## src/core/tbc_defs.vh

```
`ifndef TBC_DEFS_VH
`define TBC_DEFS_VH

// byte addresses on the cpu port
`define TBC_ADDR_W 4
`define TBC_A_COUNT_LO 4'h0
`define TBC_A_COUNT_HI 4'h1
`define TBC_A_CMPA_LO 4'h2
`define TBC_A_CMPA_HI 4'h3
`define TBC_A_CMPB_LO 4'h4
`define TBC_A_CMPB_HI 4'h5
`define TBC_A_CAPT_LO 4'h6
`define TBC_A_CAPT_HI 4'h7
`define TBC_A_CTRL_A 4'h8
`define TBC_A_CTRL_B 4'h9

// field layout of the control registers
`define TBC_CTRLA_WGM_LO 1:0
`define TBC_CTRLB_WGM_HI 4:3
`define TBC_CTRLB_CS 2:0

// reset values
`define TBC_RST_BYTE 8'h00
`define TBC_RST_WORD 16'h0000

// fixed count values
`define TBC_BOTTOM 16'h0000
`define TBC_MAX 16'hFFFF
`define TBC_TOP_8BIT 16'h00FF
`define TBC_TOP_9BIT 16'h01FF
`define TBC_TOP_10BIT 16'h03FF
`define TBC_ONE 16'h0001

// tick source select codes
`define TBC_CS_STOP 3'h0
`define TBC_CS_DIV1 3'h1
`define TBC_CS_DIV8 3'h2
`define TBC_CS_DIV64 3'h3
`define TBC_CS_DIV256 3'h4
`define TBC_CS_DIV1024 3'h5
`define TBC_CS_EXT_FALL 3'h6
`define TBC_CS_EXT_RISE 3'h7

// prescaler divider masks (low bits all ones marks the tap)
`define TBC_PRE_W 10
`define TBC_PRE_M8 10'h007
`define TBC_PRE_M64 10'h03F
`define TBC_PRE_M256 10'h0FF
`define TBC_PRE_M1024 10'h3FF
`define TBC_PRE_ONE 10'h001

// waveform mode codes
`define TBC_WGM_NORMAL 4'h0
`define TBC_WGM_PC8 4'h1
`define TBC_WGM_PC9 4'h2
`define TBC_WGM_PC10 4'h3
`define TBC_WGM_CTC_CMPA 4'h4
`define TBC_WGM_FAST8 4'h5
`define TBC_WGM_FAST9 4'h6
`define TBC_WGM_FAST10 4'h7
`define TBC_WGM_PFC_CAPT 4'h8
`define TBC_WGM_PFC_CMPA 4'h9
`define TBC_WGM_PC_CAPT 4'hA
`define TBC_WGM_PC_CMPA 4'hB
`define TBC_WGM_CTC_CAPT 4'hC
`define TBC_WGM_RSVD 4'hD
`define TBC_WGM_FAST_CAPT 4'hE
`define TBC_WGM_FAST_CMPA 4'hF

// count sequence kinds, one-hot
`define TBC_SEQ_W 3
`define TBC_SEQ_SINGLE 3'b001
`define TBC_SEQ_FAST 3'b010
`define TBC_SEQ_DUAL 3'b100

`endif

```

## src/core/tbc_timer16.v

```verilog
`timescale 1ns/1ps
`default_nettype none
`include "tbc_defs.vh"

module tbc_timer16 (
	input wire i_sys_clk,
	input wire i_rst_n,
	// byte-wide cpu access
	input wire [`TBC_ADDR_W-1:0] i_cpu_addr,
	input wire i_cpu_wr,
	input wire i_cpu_rd,
	input wire [7:0] i_cpu_wdata,
	output reg [7:0] o_cpu_rdata_q,
	// external tick pin
	input wire i_ext_tick_pin,
	// capture unit strobe, same clock
	input wire i_capture_strobe,
	// overflow flag clear, one-cycle pulse
	input wire i_ovf_clear,
	// state to the rest of the timer
	output reg [15:0] o_timer_count_q,
	output reg [15:0] o_compare_value_a_q,
	output reg [15:0] o_compare_value_b_q,
	output reg [15:0] o_capture_value_q,
	output reg [7:0] o_control_reg_a_q,
	output reg [7:0] o_control_reg_b_q,
	output reg o_timer_tick_q,
	output reg o_count_up_q,
	output reg o_top_q,
	output reg o_bottom_q,
	output reg o_counter_overflow_flag_q
);

	////////////////////////////////////////////////////////////////////////
	// internal state

	reg [7:0] high_latch_q;
	reg count_dir_down_q;
	reg [15:0] count_d;
	reg count_dir_down_d;
	reg [15:0] top_value;
	reg [`TBC_SEQ_W-1:0] seq_kind;
	reg capt_is_top;
	reg tick_sel;
	reg ovf_event;
	reg [7:0] rdata_d;

	wire [3:0] waveform_mode_field;
	wire [2:0] tick_source_select;
	wire div8;
	wire div64;
	wire div256;
	wire div1024;
	wire ext_rise;
	wire ext_fall;

	// field extraction from the two control registers
	assign waveform_mode_field = {o_control_reg_b_q[`TBC_CTRLB_WGM_HI],
		o_control_reg_a_q[`TBC_CTRLA_WGM_LO]};
	assign tick_source_select = o_control_reg_b_q[`TBC_CTRLB_CS];

	// cpu strobe decode
	wire wr_count_lo = i_cpu_wr && (i_cpu_addr == `TBC_A_COUNT_LO);
	wire wr_cmpa_lo = i_cpu_wr && (i_cpu_addr == `TBC_A_CMPA_LO);
	wire wr_cmpb_lo = i_cpu_wr && (i_cpu_addr == `TBC_A_CMPB_LO);
	wire wr_capt_lo = i_cpu_wr && (i_cpu_addr == `TBC_A_CAPT_LO);
	wire wr_any_hi = i_cpu_wr && ((i_cpu_addr == `TBC_A_COUNT_HI) ||
		(i_cpu_addr == `TBC_A_CMPA_HI) || (i_cpu_addr == `TBC_A_CMPB_HI) ||
		(i_cpu_addr == `TBC_A_CAPT_HI));
	wire wr_ctrl_a = i_cpu_wr && (i_cpu_addr == `TBC_A_CTRL_A);
	wire wr_ctrl_b = i_cpu_wr && (i_cpu_addr == `TBC_A_CTRL_B);
	wire rd_count_lo = i_cpu_rd && !i_cpu_wr && (i_cpu_addr == `TBC_A_COUNT_LO);
	wire rd_capt_lo = i_cpu_rd && !i_cpu_wr && (i_cpu_addr == `TBC_A_CAPT_LO);

	////////////////////////////////////////////////////////////////////////
	// tick sources

	tbc_prescaler u_prescaler (
		.i_sys_clk(i_sys_clk),
		.i_rst_n(i_rst_n),
		.o_div8_q(div8),
		.o_div64_q(div64),
		.o_div256_q(div256),
		.o_div1024_q(div1024)
	);

	tbc_pin_sync u_ext_sync (
		.i_sys_clk(i_sys_clk),
		.i_rst_n(i_rst_n),
		.i_pin(i_ext_tick_pin),
		.o_rise_q(ext_rise),
		.o_fall_q(ext_fall)
	);

	// source select; zero gives no tick at all
	always @* begin
		case (tick_source_select)
			`TBC_CS_STOP: tick_sel = 1'b0;
			`TBC_CS_DIV1: tick_sel = 1'b1;
			`TBC_CS_DIV8: tick_sel = div8;
			`TBC_CS_DIV64: tick_sel = div64;
			`TBC_CS_DIV256: tick_sel = div256;
			`TBC_CS_DIV1024: tick_sel = div1024;
			`TBC_CS_EXT_FALL: tick_sel = ext_fall;
			`TBC_CS_EXT_RISE: tick_sel = ext_rise;
			default: tick_sel = 1'b0;
		endcase
	end

	////////////////////////////////////////////////////////////////////////
	// mode decode: top value and sequence kind

	always @* begin
		top_value = `TBC_MAX;
		seq_kind = `TBC_SEQ_SINGLE;
		capt_is_top = 1'b0;
		case (waveform_mode_field)
			`TBC_WGM_NORMAL: begin
				top_value = `TBC_MAX;
			end
			`TBC_WGM_PC8: begin
				top_value = `TBC_TOP_8BIT;
				seq_kind = `TBC_SEQ_DUAL;
			end
			`TBC_WGM_PC9: begin
				top_value = `TBC_TOP_9BIT;
				seq_kind = `TBC_SEQ_DUAL;
			end
			`TBC_WGM_PC10: begin
				top_value = `TBC_TOP_10BIT;
				seq_kind = `TBC_SEQ_DUAL;
			end
			`TBC_WGM_CTC_CMPA: begin
				top_value = o_compare_value_a_q;
			end
			`TBC_WGM_FAST8: begin
				top_value = `TBC_TOP_8BIT;
				seq_kind = `TBC_SEQ_FAST;
			end
			`TBC_WGM_FAST9: begin
				top_value = `TBC_TOP_9BIT;
				seq_kind = `TBC_SEQ_FAST;
			end
			`TBC_WGM_FAST10: begin
				top_value = `TBC_TOP_10BIT;
				seq_kind = `TBC_SEQ_FAST;
			end
			`TBC_WGM_PFC_CAPT, `TBC_WGM_PC_CAPT: begin
				top_value = o_capture_value_q;
				seq_kind = `TBC_SEQ_DUAL;
				capt_is_top = 1'b1;
			end
			`TBC_WGM_PFC_CMPA, `TBC_WGM_PC_CMPA: begin
				top_value = o_compare_value_a_q;
				seq_kind = `TBC_SEQ_DUAL;
			end
			`TBC_WGM_CTC_CAPT: begin
				top_value = o_capture_value_q;
				capt_is_top = 1'b1;
			end
			`TBC_WGM_FAST_CAPT: begin
				top_value = o_capture_value_q;
				seq_kind = `TBC_SEQ_FAST;
				capt_is_top = 1'b1;
			end
			`TBC_WGM_FAST_CMPA: begin
				top_value = o_compare_value_a_q;
				seq_kind = `TBC_SEQ_FAST;
			end
			default: begin
				top_value = `TBC_MAX; // reserved code runs as normal
			end
		endcase
	end

	////////////////////////////////////////////////////////////////////////
	// next count, direction and overflow event

	always @* begin
		count_d = o_timer_count_q;
		count_dir_down_d = count_dir_down_q;
		ovf_event = 1'b0;
		if (wr_count_lo) begin
			// cpu write wins; the tick in this cycle is dropped
			count_d = {high_latch_q, i_cpu_wdata};
		end else if (tick_sel) begin
			case (seq_kind)
				`TBC_SEQ_SINGLE: begin
					// past a lowered top the count runs on to max and wraps
					if (o_timer_count_q == top_value)
						count_d = `TBC_BOTTOM;
					else
						count_d = o_timer_count_q + `TBC_ONE;
					ovf_event = (o_timer_count_q == `TBC_MAX);
				end
				`TBC_SEQ_FAST: begin
					if (o_timer_count_q == top_value)
						count_d = `TBC_BOTTOM;
					else
						count_d = o_timer_count_q + `TBC_ONE;
					ovf_event = (o_timer_count_q == top_value);
				end
				`TBC_SEQ_DUAL: begin
					if (!count_dir_down_q) begin
						if (o_timer_count_q >= top_value) begin
							count_dir_down_d = 1'b1;
							count_d = o_timer_count_q - `TBC_ONE;
						end else begin
							count_d = o_timer_count_q + `TBC_ONE;
						end
					end else begin
						if (o_timer_count_q == `TBC_BOTTOM) begin
							count_dir_down_d = 1'b0;
							count_d = o_timer_count_q + `TBC_ONE;
						end else begin
							count_d = o_timer_count_q - `TBC_ONE;
						end
					end
					ovf_event = (o_timer_count_q == `TBC_BOTTOM);
				end
				default: begin
					count_d = o_timer_count_q;
				end
			endcase
		end
	end

	////////////////////////////////////////////////////////////////////////
	// counter, flag and indications

	always @(posedge i_sys_clk) begin
		if (!i_rst_n) begin
			o_timer_count_q <= `TBC_RST_WORD;
			count_dir_down_q <= 1'b0;
			o_counter_overflow_flag_q <= 1'b0;
			o_timer_tick_q <= 1'b0;
			o_count_up_q <= 1'b1;
			o_top_q <= 1'b0;
			o_bottom_q <= 1'b1;
		end else begin
			o_timer_count_q <= count_d;
			// single-slope modes always count up
			count_dir_down_q <= count_dir_down_d & (seq_kind == `TBC_SEQ_DUAL);
			// a set in the same cycle as the clear wins
			if (ovf_event)
				o_counter_overflow_flag_q <= 1'b1;
			else if (i_ovf_clear)
				o_counter_overflow_flag_q <= 1'b0;
			o_timer_tick_q <= tick_sel;
			o_count_up_q <= !(count_dir_down_d & (seq_kind == `TBC_SEQ_DUAL));
			o_top_q <= (count_d == top_value);
			o_bottom_q <= (count_d == `TBC_BOTTOM);
		end
	end

	////////////////////////////////////////////////////////////////////////
	// shared high-byte latch, control and 16-bit data registers

	// one latch for all four words; kept until the next update
	always @(posedge i_sys_clk) begin
		if (!i_rst_n) begin
			high_latch_q <= `TBC_RST_BYTE;
		end else if (wr_any_hi) begin
			high_latch_q <= i_cpu_wdata;
		end else if (rd_count_lo) begin
			high_latch_q <= o_timer_count_q[15:8];
		end else if (rd_capt_lo) begin
			high_latch_q <= o_capture_value_q[15:8];
		end
	end

	// control bytes, compare values and capture value
	always @(posedge i_sys_clk) begin
		if (!i_rst_n) begin
			o_control_reg_a_q <= `TBC_RST_BYTE;
			o_control_reg_b_q <= `TBC_RST_BYTE;
			o_compare_value_a_q <= `TBC_RST_WORD;
			o_compare_value_b_q <= `TBC_RST_WORD;
			o_capture_value_q <= `TBC_RST_WORD;
		end else begin
			if (wr_ctrl_a)
				o_control_reg_a_q <= i_cpu_wdata;
			if (wr_ctrl_b)
				o_control_reg_b_q <= i_cpu_wdata;
			if (wr_cmpa_lo)
				o_compare_value_a_q <= {high_latch_q, i_cpu_wdata};
			if (wr_cmpb_lo)
				o_compare_value_b_q <= {high_latch_q, i_cpu_wdata};
			// capture is writable only while it defines top; the strobe loads it only while it does not
			if (wr_capt_lo && capt_is_top)
				o_capture_value_q <= {high_latch_q, i_cpu_wdata};
			else if (i_capture_strobe && !capt_is_top)
				o_capture_value_q <= o_timer_count_q;
		end
	end

	////////////////////////////////////////////////////////////////////////
	// read data

	always @* begin
		case (i_cpu_addr)
			`TBC_A_COUNT_LO: rdata_d = o_timer_count_q[7:0];
			`TBC_A_COUNT_HI: rdata_d = high_latch_q;
			`TBC_A_CMPA_LO: rdata_d = o_compare_value_a_q[7:0];
			`TBC_A_CMPA_HI: rdata_d = o_compare_value_a_q[15:8];
			`TBC_A_CMPB_LO: rdata_d = o_compare_value_b_q[7:0];
			`TBC_A_CMPB_HI: rdata_d = o_compare_value_b_q[15:8];
			`TBC_A_CAPT_LO: rdata_d = o_capture_value_q[7:0];
			`TBC_A_CAPT_HI: rdata_d = high_latch_q;
			`TBC_A_CTRL_A: rdata_d = o_control_reg_a_q;
			`TBC_A_CTRL_B: rdata_d = o_control_reg_b_q;
			default: rdata_d = `TBC_RST_BYTE;
		endcase
	end

	// read data is registered; it holds until the next read strobe
	always @(posedge i_sys_clk) begin
		if (!i_rst_n)
			o_cpu_rdata_q <= `TBC_RST_BYTE;
		else if (i_cpu_rd && !i_cpu_wr)
			o_cpu_rdata_q <= rdata_d;
	end

endmodule
`default_nettype wire

```

## src/core/tbc_pin_sync.v

```verilog
`timescale 1ns/1ps
`default_nettype none
`include "tbc_defs.vh"

module tbc_pin_sync (
	input wire i_sys_clk,
	input wire i_rst_n,
	input wire i_pin,
	output reg o_rise_q,
	output reg o_fall_q
);

	reg s1_q;
	reg s2_q;
	reg s3_q;
	reg level_q;

	// three-stage synchroniser; a level counts once stages two and three agree
	always @(posedge i_sys_clk) begin
		if (!i_rst_n) begin
			s1_q <= 1'b0;
			s2_q <= 1'b0;
			s3_q <= 1'b0;
			level_q <= 1'b0;
			o_rise_q <= 1'b0;
			o_fall_q <= 1'b0;
		end else begin
			s1_q <= i_pin;
			s2_q <= s1_q;
			s3_q <= s2_q;
			if (s2_q == s3_q) begin
				level_q <= s3_q;
			end
			o_rise_q <= (s2_q == s3_q) && s3_q && !level_q;
			o_fall_q <= (s2_q == s3_q) && !s3_q && level_q;
		end
	end

endmodule
`default_nettype wire

```

## src/core/tbc_prescaler.v

```verilog
`timescale 1ns/1ps
`default_nettype none
`include "tbc_defs.vh"

module tbc_prescaler (
	input wire i_sys_clk,
	input wire i_rst_n,
	output reg o_div8_q,
	output reg o_div64_q,
	output reg o_div256_q,
	output reg o_div1024_q
);

	reg [`TBC_PRE_W-1:0] pre_q;

	// free-running divider; shared taps, so phase is not tied to a select change
	always @(posedge i_sys_clk) begin
		if (!i_rst_n) begin
			pre_q <= {`TBC_PRE_W{1'b0}};
			o_div8_q <= 1'b0;
			o_div64_q <= 1'b0;
			o_div256_q <= 1'b0;
			o_div1024_q <= 1'b0;
		end else begin
			pre_q <= pre_q + `TBC_PRE_ONE;
			o_div8_q <= (pre_q & `TBC_PRE_M8) == `TBC_PRE_M8;
			o_div64_q <= (pre_q & `TBC_PRE_M64) == `TBC_PRE_M64;
			o_div256_q <= (pre_q & `TBC_PRE_M256) == `TBC_PRE_M256;
			o_div1024_q <= (pre_q & `TBC_PRE_M1024) == `TBC_PRE_M1024;
		end
	end

endmodule
`default_nettype wire

```

## config.mk

```make
export PLATFORM = sky130hd
export DESIGN_NAME = tbc_timer16
export DESIGN_NICKNAME = d
export VERILOG_FILES = /design/src/core/tbc_timer16.v /design/src/core/tbc_pin_sync.v /design/src/core/tbc_prescaler.v
export VERILOG_INCLUDE_DIRS = /design/src /design/src/core
export SDC_FILE = /design/constraint.sdc
export NUM_CORES = 1
export LEC_CHECK = 0
export BUFFER_PORTS_ARGS = -buffer_cell sky130_fd_sc_hd__buf_2
export CAP_MARGIN = 20
export CORE_ASPECT_RATIO = 1.2
export CORE_MARGIN = 2
export CORE_UTILIZATION = 35
export DETAILED_ROUTE_END_ITERATION = 10
export MAX_ROUTING_LAYER = met4
export PLACE_DENSITY_LB_ADDON = 0.2
export SYNTH_ARGS = -nofsm -noshare
export SYNTH_HDL_FRONTEND = slang
export SYNTH_SLANG_ARGS = --single-unit
```

## constraint.sdc

```tcl
create_clock -name i_sys_clk -period 11.84 [get_ports i_sys_clk]
set_input_delay 1.184 -clock i_sys_clk [delete_from_list [all_inputs] [get_ports i_sys_clk]]
set_output_delay 1.184 -clock i_sys_clk [all_outputs]
set_load 0.02 [all_outputs]
```

**Word level (Yosys, flattened, before mapping)**

Cells that the tools add are included.
Widths: inputs -> output; s select.

- Word-level logic and storage cells: 139
- Input port bits: 19
- Flip-flop bits (word level): 122
- Output and inout port bits: 93

- Multiplexer cells: 28
- Bitwise operators: 1
- $lt $le $gt $ge: 1
- Equality and inequality tests: 41
- Reduce and logical (&&, ||, !) cells: 40
- Add/sub/neg operators: 3

Operator list:

| cell | number |
|---|---|
| $mux 16 | 8 |
| $pmux 16 s5 | 1 |
| $pmux 8 s9 | 1 |
| $eq 4x4->1 const B | 9 |
| $eq 16x16->1 | 2 |
| $eq 4x3->1 const B | 8 |
| $logic_not 16->1 | 2 |
| $pmux 16 s2 | 1 |
| $mux 8 | 3 |
| $eq 3x3->1 const B | 6 |
| $add 16x1->16 const B | 1 |
| $eq 16x16->1 const B | 1 |
| $eq 4x2->1 const B | 4 |
| $ge 16x16->1 | 1 |
| $logic_and 1x1->1 | 16 |
| $sub 16x1->16 const B | 1 |
| $mux 1 | 11 |
| $add 10x1->10 const B | 1 |
| $eq 10x10->1 const B | 1 |
| $reduce_or 2->1 | 5 |
| $eq 3x2->1 const B | 3 |
| $eq 4x1->1 const B | 2 |
| $eq 8x8->1 const B | 1 |
| $pmux 1 s8 | 1 |
| other kinds (15) | 24 |

**Depth between registers and ports, before layout**

- Depth after elaboration: 11
- Depth in mapped cells: 19
- Gate-level depth less buffers: 16

**Hierarchy**

Synthesis repeated with hierarchy kept, for this count alone.

- Cell total of the unflattened synthesis: 1022
- Area, all modules: 7966.4 µm²

Modules (own cells, without submodules):

| module | area an instance (µm²) | sequential area each (µm²) | cells an instance | times used |
|---|---|---|---|---|
| tbc_timer16 | 7234.4 | 2042.0 | 950 | 1 |
| tbc_prescaler | 530.5 | 280.3 | 54 | 1 |
| tbc_pin_sync | 201.4 | 120.1 | 18 | 1 |

**Worst setup path before layout**

OpenSTA, ideal clock, no wires.

- Path kind: reg-to-reg
- Start: register o_control_reg_b_q[4]
- End: register o_top_q
- Cell stages (with the launch flop): 17
- Required time: 11.780 ns
- Path slack: 7.419 ns
- Arrival: 4.361 ns
- Clock period less this slack: 4.421 ns
- Buffers on the path: 1
- Setup time: 0.060 ns
- Cell sequence: dfxtp_1 -> buf_2 -> or2_2 -> o21ai_0 -> a221o_1 -> inv_1 -> ha_1 -> nand4_1 -> or2_1 -> o41ai_2 -> o31ai_2 -> or4_1 -> a221oi_2 -> o31a_2 -> xor2_1 -> a2111oi_0 -> o2111a_1

- Word-level cells in the longest chain between the ends: 10
- Elaborated cells between the ends (all ways): 36
- Classes of those cells: order compare (1); eq/ne (19); mux (8); reduce/logical (8)

RTL lines:

| what | line | RTL |
|---|---|---|
| start: declaration | tbc_timer16.v:26 | `output reg [7:0] o_control_reg_b_q,` |
| start signal: assignment | tbc_timer16.v:276 | `` o_control_reg_b_q <= `TBC_RST_BYTE; `` |
| start signal: assignment | tbc_timer16.v:284 | `o_control_reg_b_q <= i_cpu_wdata;` |
| $eq 4x4->1, or another cell as far along | tbc_timer16.v:117 | `case (waveform_mode_field)` |
| $reduce_or 4->1 (no source line) or $reduce_or 2->1 (tied branches) | - |  |
| $pmux 16 s5 | tbc_timer16.v:117 |  |
| $ge 16x16->1 | tbc_timer16.v:205 | `if (o_timer_count_q >= top_value) begin` |
| $mux 16 | tbc_timer16.v:205 |  |
| $mux 16 | tbc_timer16.v:204 | `if (!count_dir_down_q) begin` |
| $pmux 16 s2 | tbc_timer16.v:187 | `case (seq_kind)` |
| $mux 16 | tbc_timer16.v:186 | `end else if (tick_sel) begin` |
| $mux 16 | tbc_timer16.v:183 | `if (wr_count_lo) begin` |
| $eq 16x16->1 (*) | tbc_timer16.v:251 | `o_top_q <= (count_d == top_value);` |
| end signal: assignment | tbc_timer16.v:251 |  |
| end: declaration | tbc_timer16.v:29 | `output reg o_top_q,` |

Mark *: on every way between the ends. The rest lies on a longest branch, timed or not.
A chain may end at the register's enable or synchronous reset.

**Worst setup path after layout**

- Start: register o_control_reg_a_q[0]
- End: register o_top_q

- Word-level cells in the longest chain between the ends: 10
- Elaborated cells between the ends (all ways): 36
- Classes of those cells: order compare (1); eq/ne (19); mux (8); reduce/logical (8)

RTL lines:

| what | line | RTL |
|---|---|---|
| start: declaration | tbc_timer16.v:25 | `output reg [7:0] o_control_reg_a_q,` |
| start signal: assignment | tbc_timer16.v:275 | `` o_control_reg_a_q <= `TBC_RST_BYTE; `` |
| start signal: assignment | tbc_timer16.v:282 | `o_control_reg_a_q <= i_cpu_wdata;` |
| $eq 4x4->1, or another cell as far along | tbc_timer16.v:117 |  |
| $reduce_or 4->1 (no source line) or $reduce_or 2->1 (tied branches) | - |  |
| $pmux 16 s5 | tbc_timer16.v:117 |  |
| $ge 16x16->1 | tbc_timer16.v:205 |  |
| $mux 16 | tbc_timer16.v:205 |  |
| $mux 16 | tbc_timer16.v:204 |  |
| $pmux 16 s2 | tbc_timer16.v:187 |  |
| $mux 16 | tbc_timer16.v:186 |  |
| $mux 16 | tbc_timer16.v:183 |  |
| $eq 16x16->1 (*) | tbc_timer16.v:251 |  |

Marked as above.

==> reports/results.txt <==
post-synthesis sequential area ratio: 30.7%
Mapped Area: 7950 µm²
Clock transition at path regs: 0.07 ns
GPL Wtd Cong: 0.996
commonest non-fill, non-tap cell in the layout: nand2_1
Final Skew: 0.0124 ns
Power Total: 1110 µW
PwrDens: 119 nW/µm²
Place WS: 6.21 ns
Ys Warns: 0
PortBufs: 111
net count after synthesis: 1089
Final Hold Viols: 0
IO Pins: 112
peak supply drop: 101 µV
synthesis-stage register bit count: 122
Worst R2R Start: o_control_reg_a_q[0]$_SDFFE_PN0P_
nets: 1162
Total GRT Usage: 29.5%
antenna violations before repair: 0
Setup crit end: o_top_q$_SDFF_PN0_
Initial Utilization: 35.5%
CP endpoint kind: flip-flop
Setup CP Type: reg2reg
drt total wl: 34400 µm
Final Cycle Share: 49.4%
# setup viols final: 0
DRT Pass-1 Iters: 5
clk buf depth: 2
WL per Instance: 24.4 µm
worst hold slack: 0.439 ns
Setup TNS: 0 ns
final worst slack: 6.00 ns
Die X-Extent: 142 µm
Chip Height: 169 µm
total CTS buffers: 17
element type at the critical path start: flip-flop
Net Sw Frac: 30.1%
Leakage: 0.00375 µW
synth unique cells: 85
clk root buf: clkbuf_16
number of antenna-violating nets in the routed design: 0
post_cts resized: 0
Worst Path Arrival: 6.22 ns
Synth Instances: 1047
CP startpoint: o_control_reg_a_q[0]$_SDFFE_PN0P_
Flop pwr share: 39.1%
CTS tree: built
Synth Area in Adders: 3.62%
compound-cell area share of the yosys netlist: 25.0%
multiplexer area fraction after synthesis: 6.15%
maxcap violations: 0
Fmax: 0.171 GHz
reg2reg setup slack: 6.00 ns
Final Instance Count excl. Fillers: 1411
Primary FF master, synth: dfxtp_1
EDFF count, synth: 0
DR vias: 8688
Skew-Pair Late Insertion Delay: 0.44 ns
Clock Sinks: 122
total global routing overflow: 0
Rel. slew slack: 33.2%
internal cell power: 774 µW
xor-xnor portion of the synthesized cell area: 2.75%
commonest non-fill, non-tap cells in the layout: nand2_1, dfxtp_1, buf_2
Layout area overhead: 17.0%
Final Critical Period: 5.84 ns
diode count: 0
Slew @ Worst Pin: 1.00 ns
CP required: 12.22 ns
vias in the first global route: 8191
Critical Path Fanout Max: 24
Vias/cell: 6.16
die area: 23900 µm²
drc violations: 0
switching power: 333 µW
cell count after placement: 1379
worst reg2reg path endpoint: o_top_q$_SDFF_PN0_
row count: 60
setup repair bufs after CTS: 0
Synth Area in Simple Gates: 26.6%
largest net degree at the start of global routing: 86
hold_buf cts: 0
largest family of logic cells by synthesized area: simple AND/OR/NAND/NOR gates
dpl hpwl: 24800 µm
async set-reset flop share out of synthesis: 0%
Gate power share: 12.0%
clock share of power: 48.9%
Min-Delay Path Class: reg2reg
DR iter-0 viols: 888
Core ar.: 22400 µm²
Final Max Slew Viols: 0
Max H-tree Level: 4
worst reg2reg path depth: 14
outcome: completed
first-pass GRT wire length: 51600 µm
RSZ-0062 raised after global routing: false
Mean Syn Cell Area: 7.59 µm²
fraction of layout cells with a size suffix above 1: 18.5%
[cell usage after synthesis, types with 12 or more instances]
master | instances | share of area [%]
o21ai_0 | 38 | 2.4
nor2_1 | 92 | 4.3
nor3_1 | 23 | 1.4
ha_1 | 23 | 3.6
xnor2_1 | 17 | 1.9
nand2b_1 | 14 | 1.1
clkbuf_1 | 67 | 3.2
nor4_1 | 13 | 1.0
nor2b_1 | 18 | 1.4
and2_1 | 17 | 1.3
a21oi_1 | 103 | 6.5
a22oi_1 | 40 | 3.8
o22ai_1 | 19 | 1.5
and3_1 | 12 | 0.94
nand2_1 | 150 | 7.1
mux2i_1 | 29 | 3.7
inv_1 | 18 | 0.85
dfxtp_1 | 122 | 31
nand3_1 | 44 | 2.8
[critical path, stage by stage, from the launching register on]
cell and delay (ns):
dfxtp_1 0.75, or2_2 0.23, o21ai_0 0.22, a211oi_1 0.78
ha_1 0.26, nand4_1 0.16, or2_1 0.29, o41ai_2 0.55
o31a_1 0.78, mux2i_1 0.33, nor3_1 0.07, a2111oi_1 0.67
o31ai_1 0.20, nor4_2 0.28, o2111a_1 0.21
[per-stage QoR]
step	utilization [%]	area, µm²
3_5_place_dp	38.9	8700
5_1_grt	41.6	9300
3_3_place_gp	38.9	8700
2_1_floorplan	-	7950
4_1_cts	41.5	9290
6_report	41.6	9300
[flip-flops by register name, summed over array words and instances, names as in the netlist, 8 cells and up]
name / flops
o_control_reg_a_q: 8
o_compare_value_a_q: 16
high_latch_q: 8
o_control_reg_b_q: 8
o_cpu_rdata_q: 8
u_prescaler.pre_q: 10
o_timer_count_q: 16
o_compare_value_b_q: 16
o_capture_value_q: 16
[final cells by class]
class,instances,area [µm²]
well taps,279,349
clock inverters,14,161
clock buffers,17,425
flip-flops and latches,122,2440
multi-input cells,825,5110
repair buffers,136,741
fillers,2311,13100
inverters,18,68.8
[metal layers]
metal  up-vias  track usage (%)  routed length, µm
li1       3973                -                  -
met1      4145             37.1              14500
met2       482             47.5              16200
met3        88             3.96               2300
met4         0             12.8               1470
met5         -                -                  0
[how the worst min path moves through the flow]
| stage | depth (start not counted) | end | start |
|---|---|---|---|
| after floorplan | 1 | u_ext_sync.o_rise_q$_SDFF_PN0_ | u_ext_sync.level_q$_SDFFE_PN0N_ |
| final | 1 | u_ext_sync.o_rise_q$_SDFF_PN0_ | u_ext_sync.level_q$_SDFFE_PN0N_ |
| after CTS | 1 | u_ext_sync.o_rise_q$_SDFF_PN0_ | u_ext_sync.level_q$_SDFFE_PN0N_ |
| after detailed placement | 1 | u_ext_sync.s2_q$_SDFF_PN0_ | u_ext_sync.s1_q$_SDFF_PN0_ |
| after global routing | 1 | u_ext_sync.o_rise_q$_SDFF_PN0_ | u_ext_sync.level_q$_SDFFE_PN0N_ |
| after global placement | 1 | u_ext_sync.o_rise_q$_SDFF_PN0_ | u_ext_sync.level_q$_SDFFE_PN0N_ |
[power by group through the flow]
stage,clock network [µW],registers (µW),logic [µW]
4_1_cts,546,433,130
3_3_place_gp,0,442,130
5_1_grt,564,433,142
3_5_place_dp,0,442,129
6_report,541,433,133
2_1_floorplan,0,440,79.3
[cells by family (layout without fill, tap and decap cells)]
family / Yosys count / in the layout
buffers and inverters: 100 / 185
adder cells (fa/ha/maj): 23 / 23
AO/OA/AOI/OAI: 296 / 296
flip-flops: 122 / 122
XOR/XNOR: 25 / 25
multiplexers: 44 / 44
AND/OR/NAND/NOR: 437 / 437
Power figures use the tool's default switching activity.
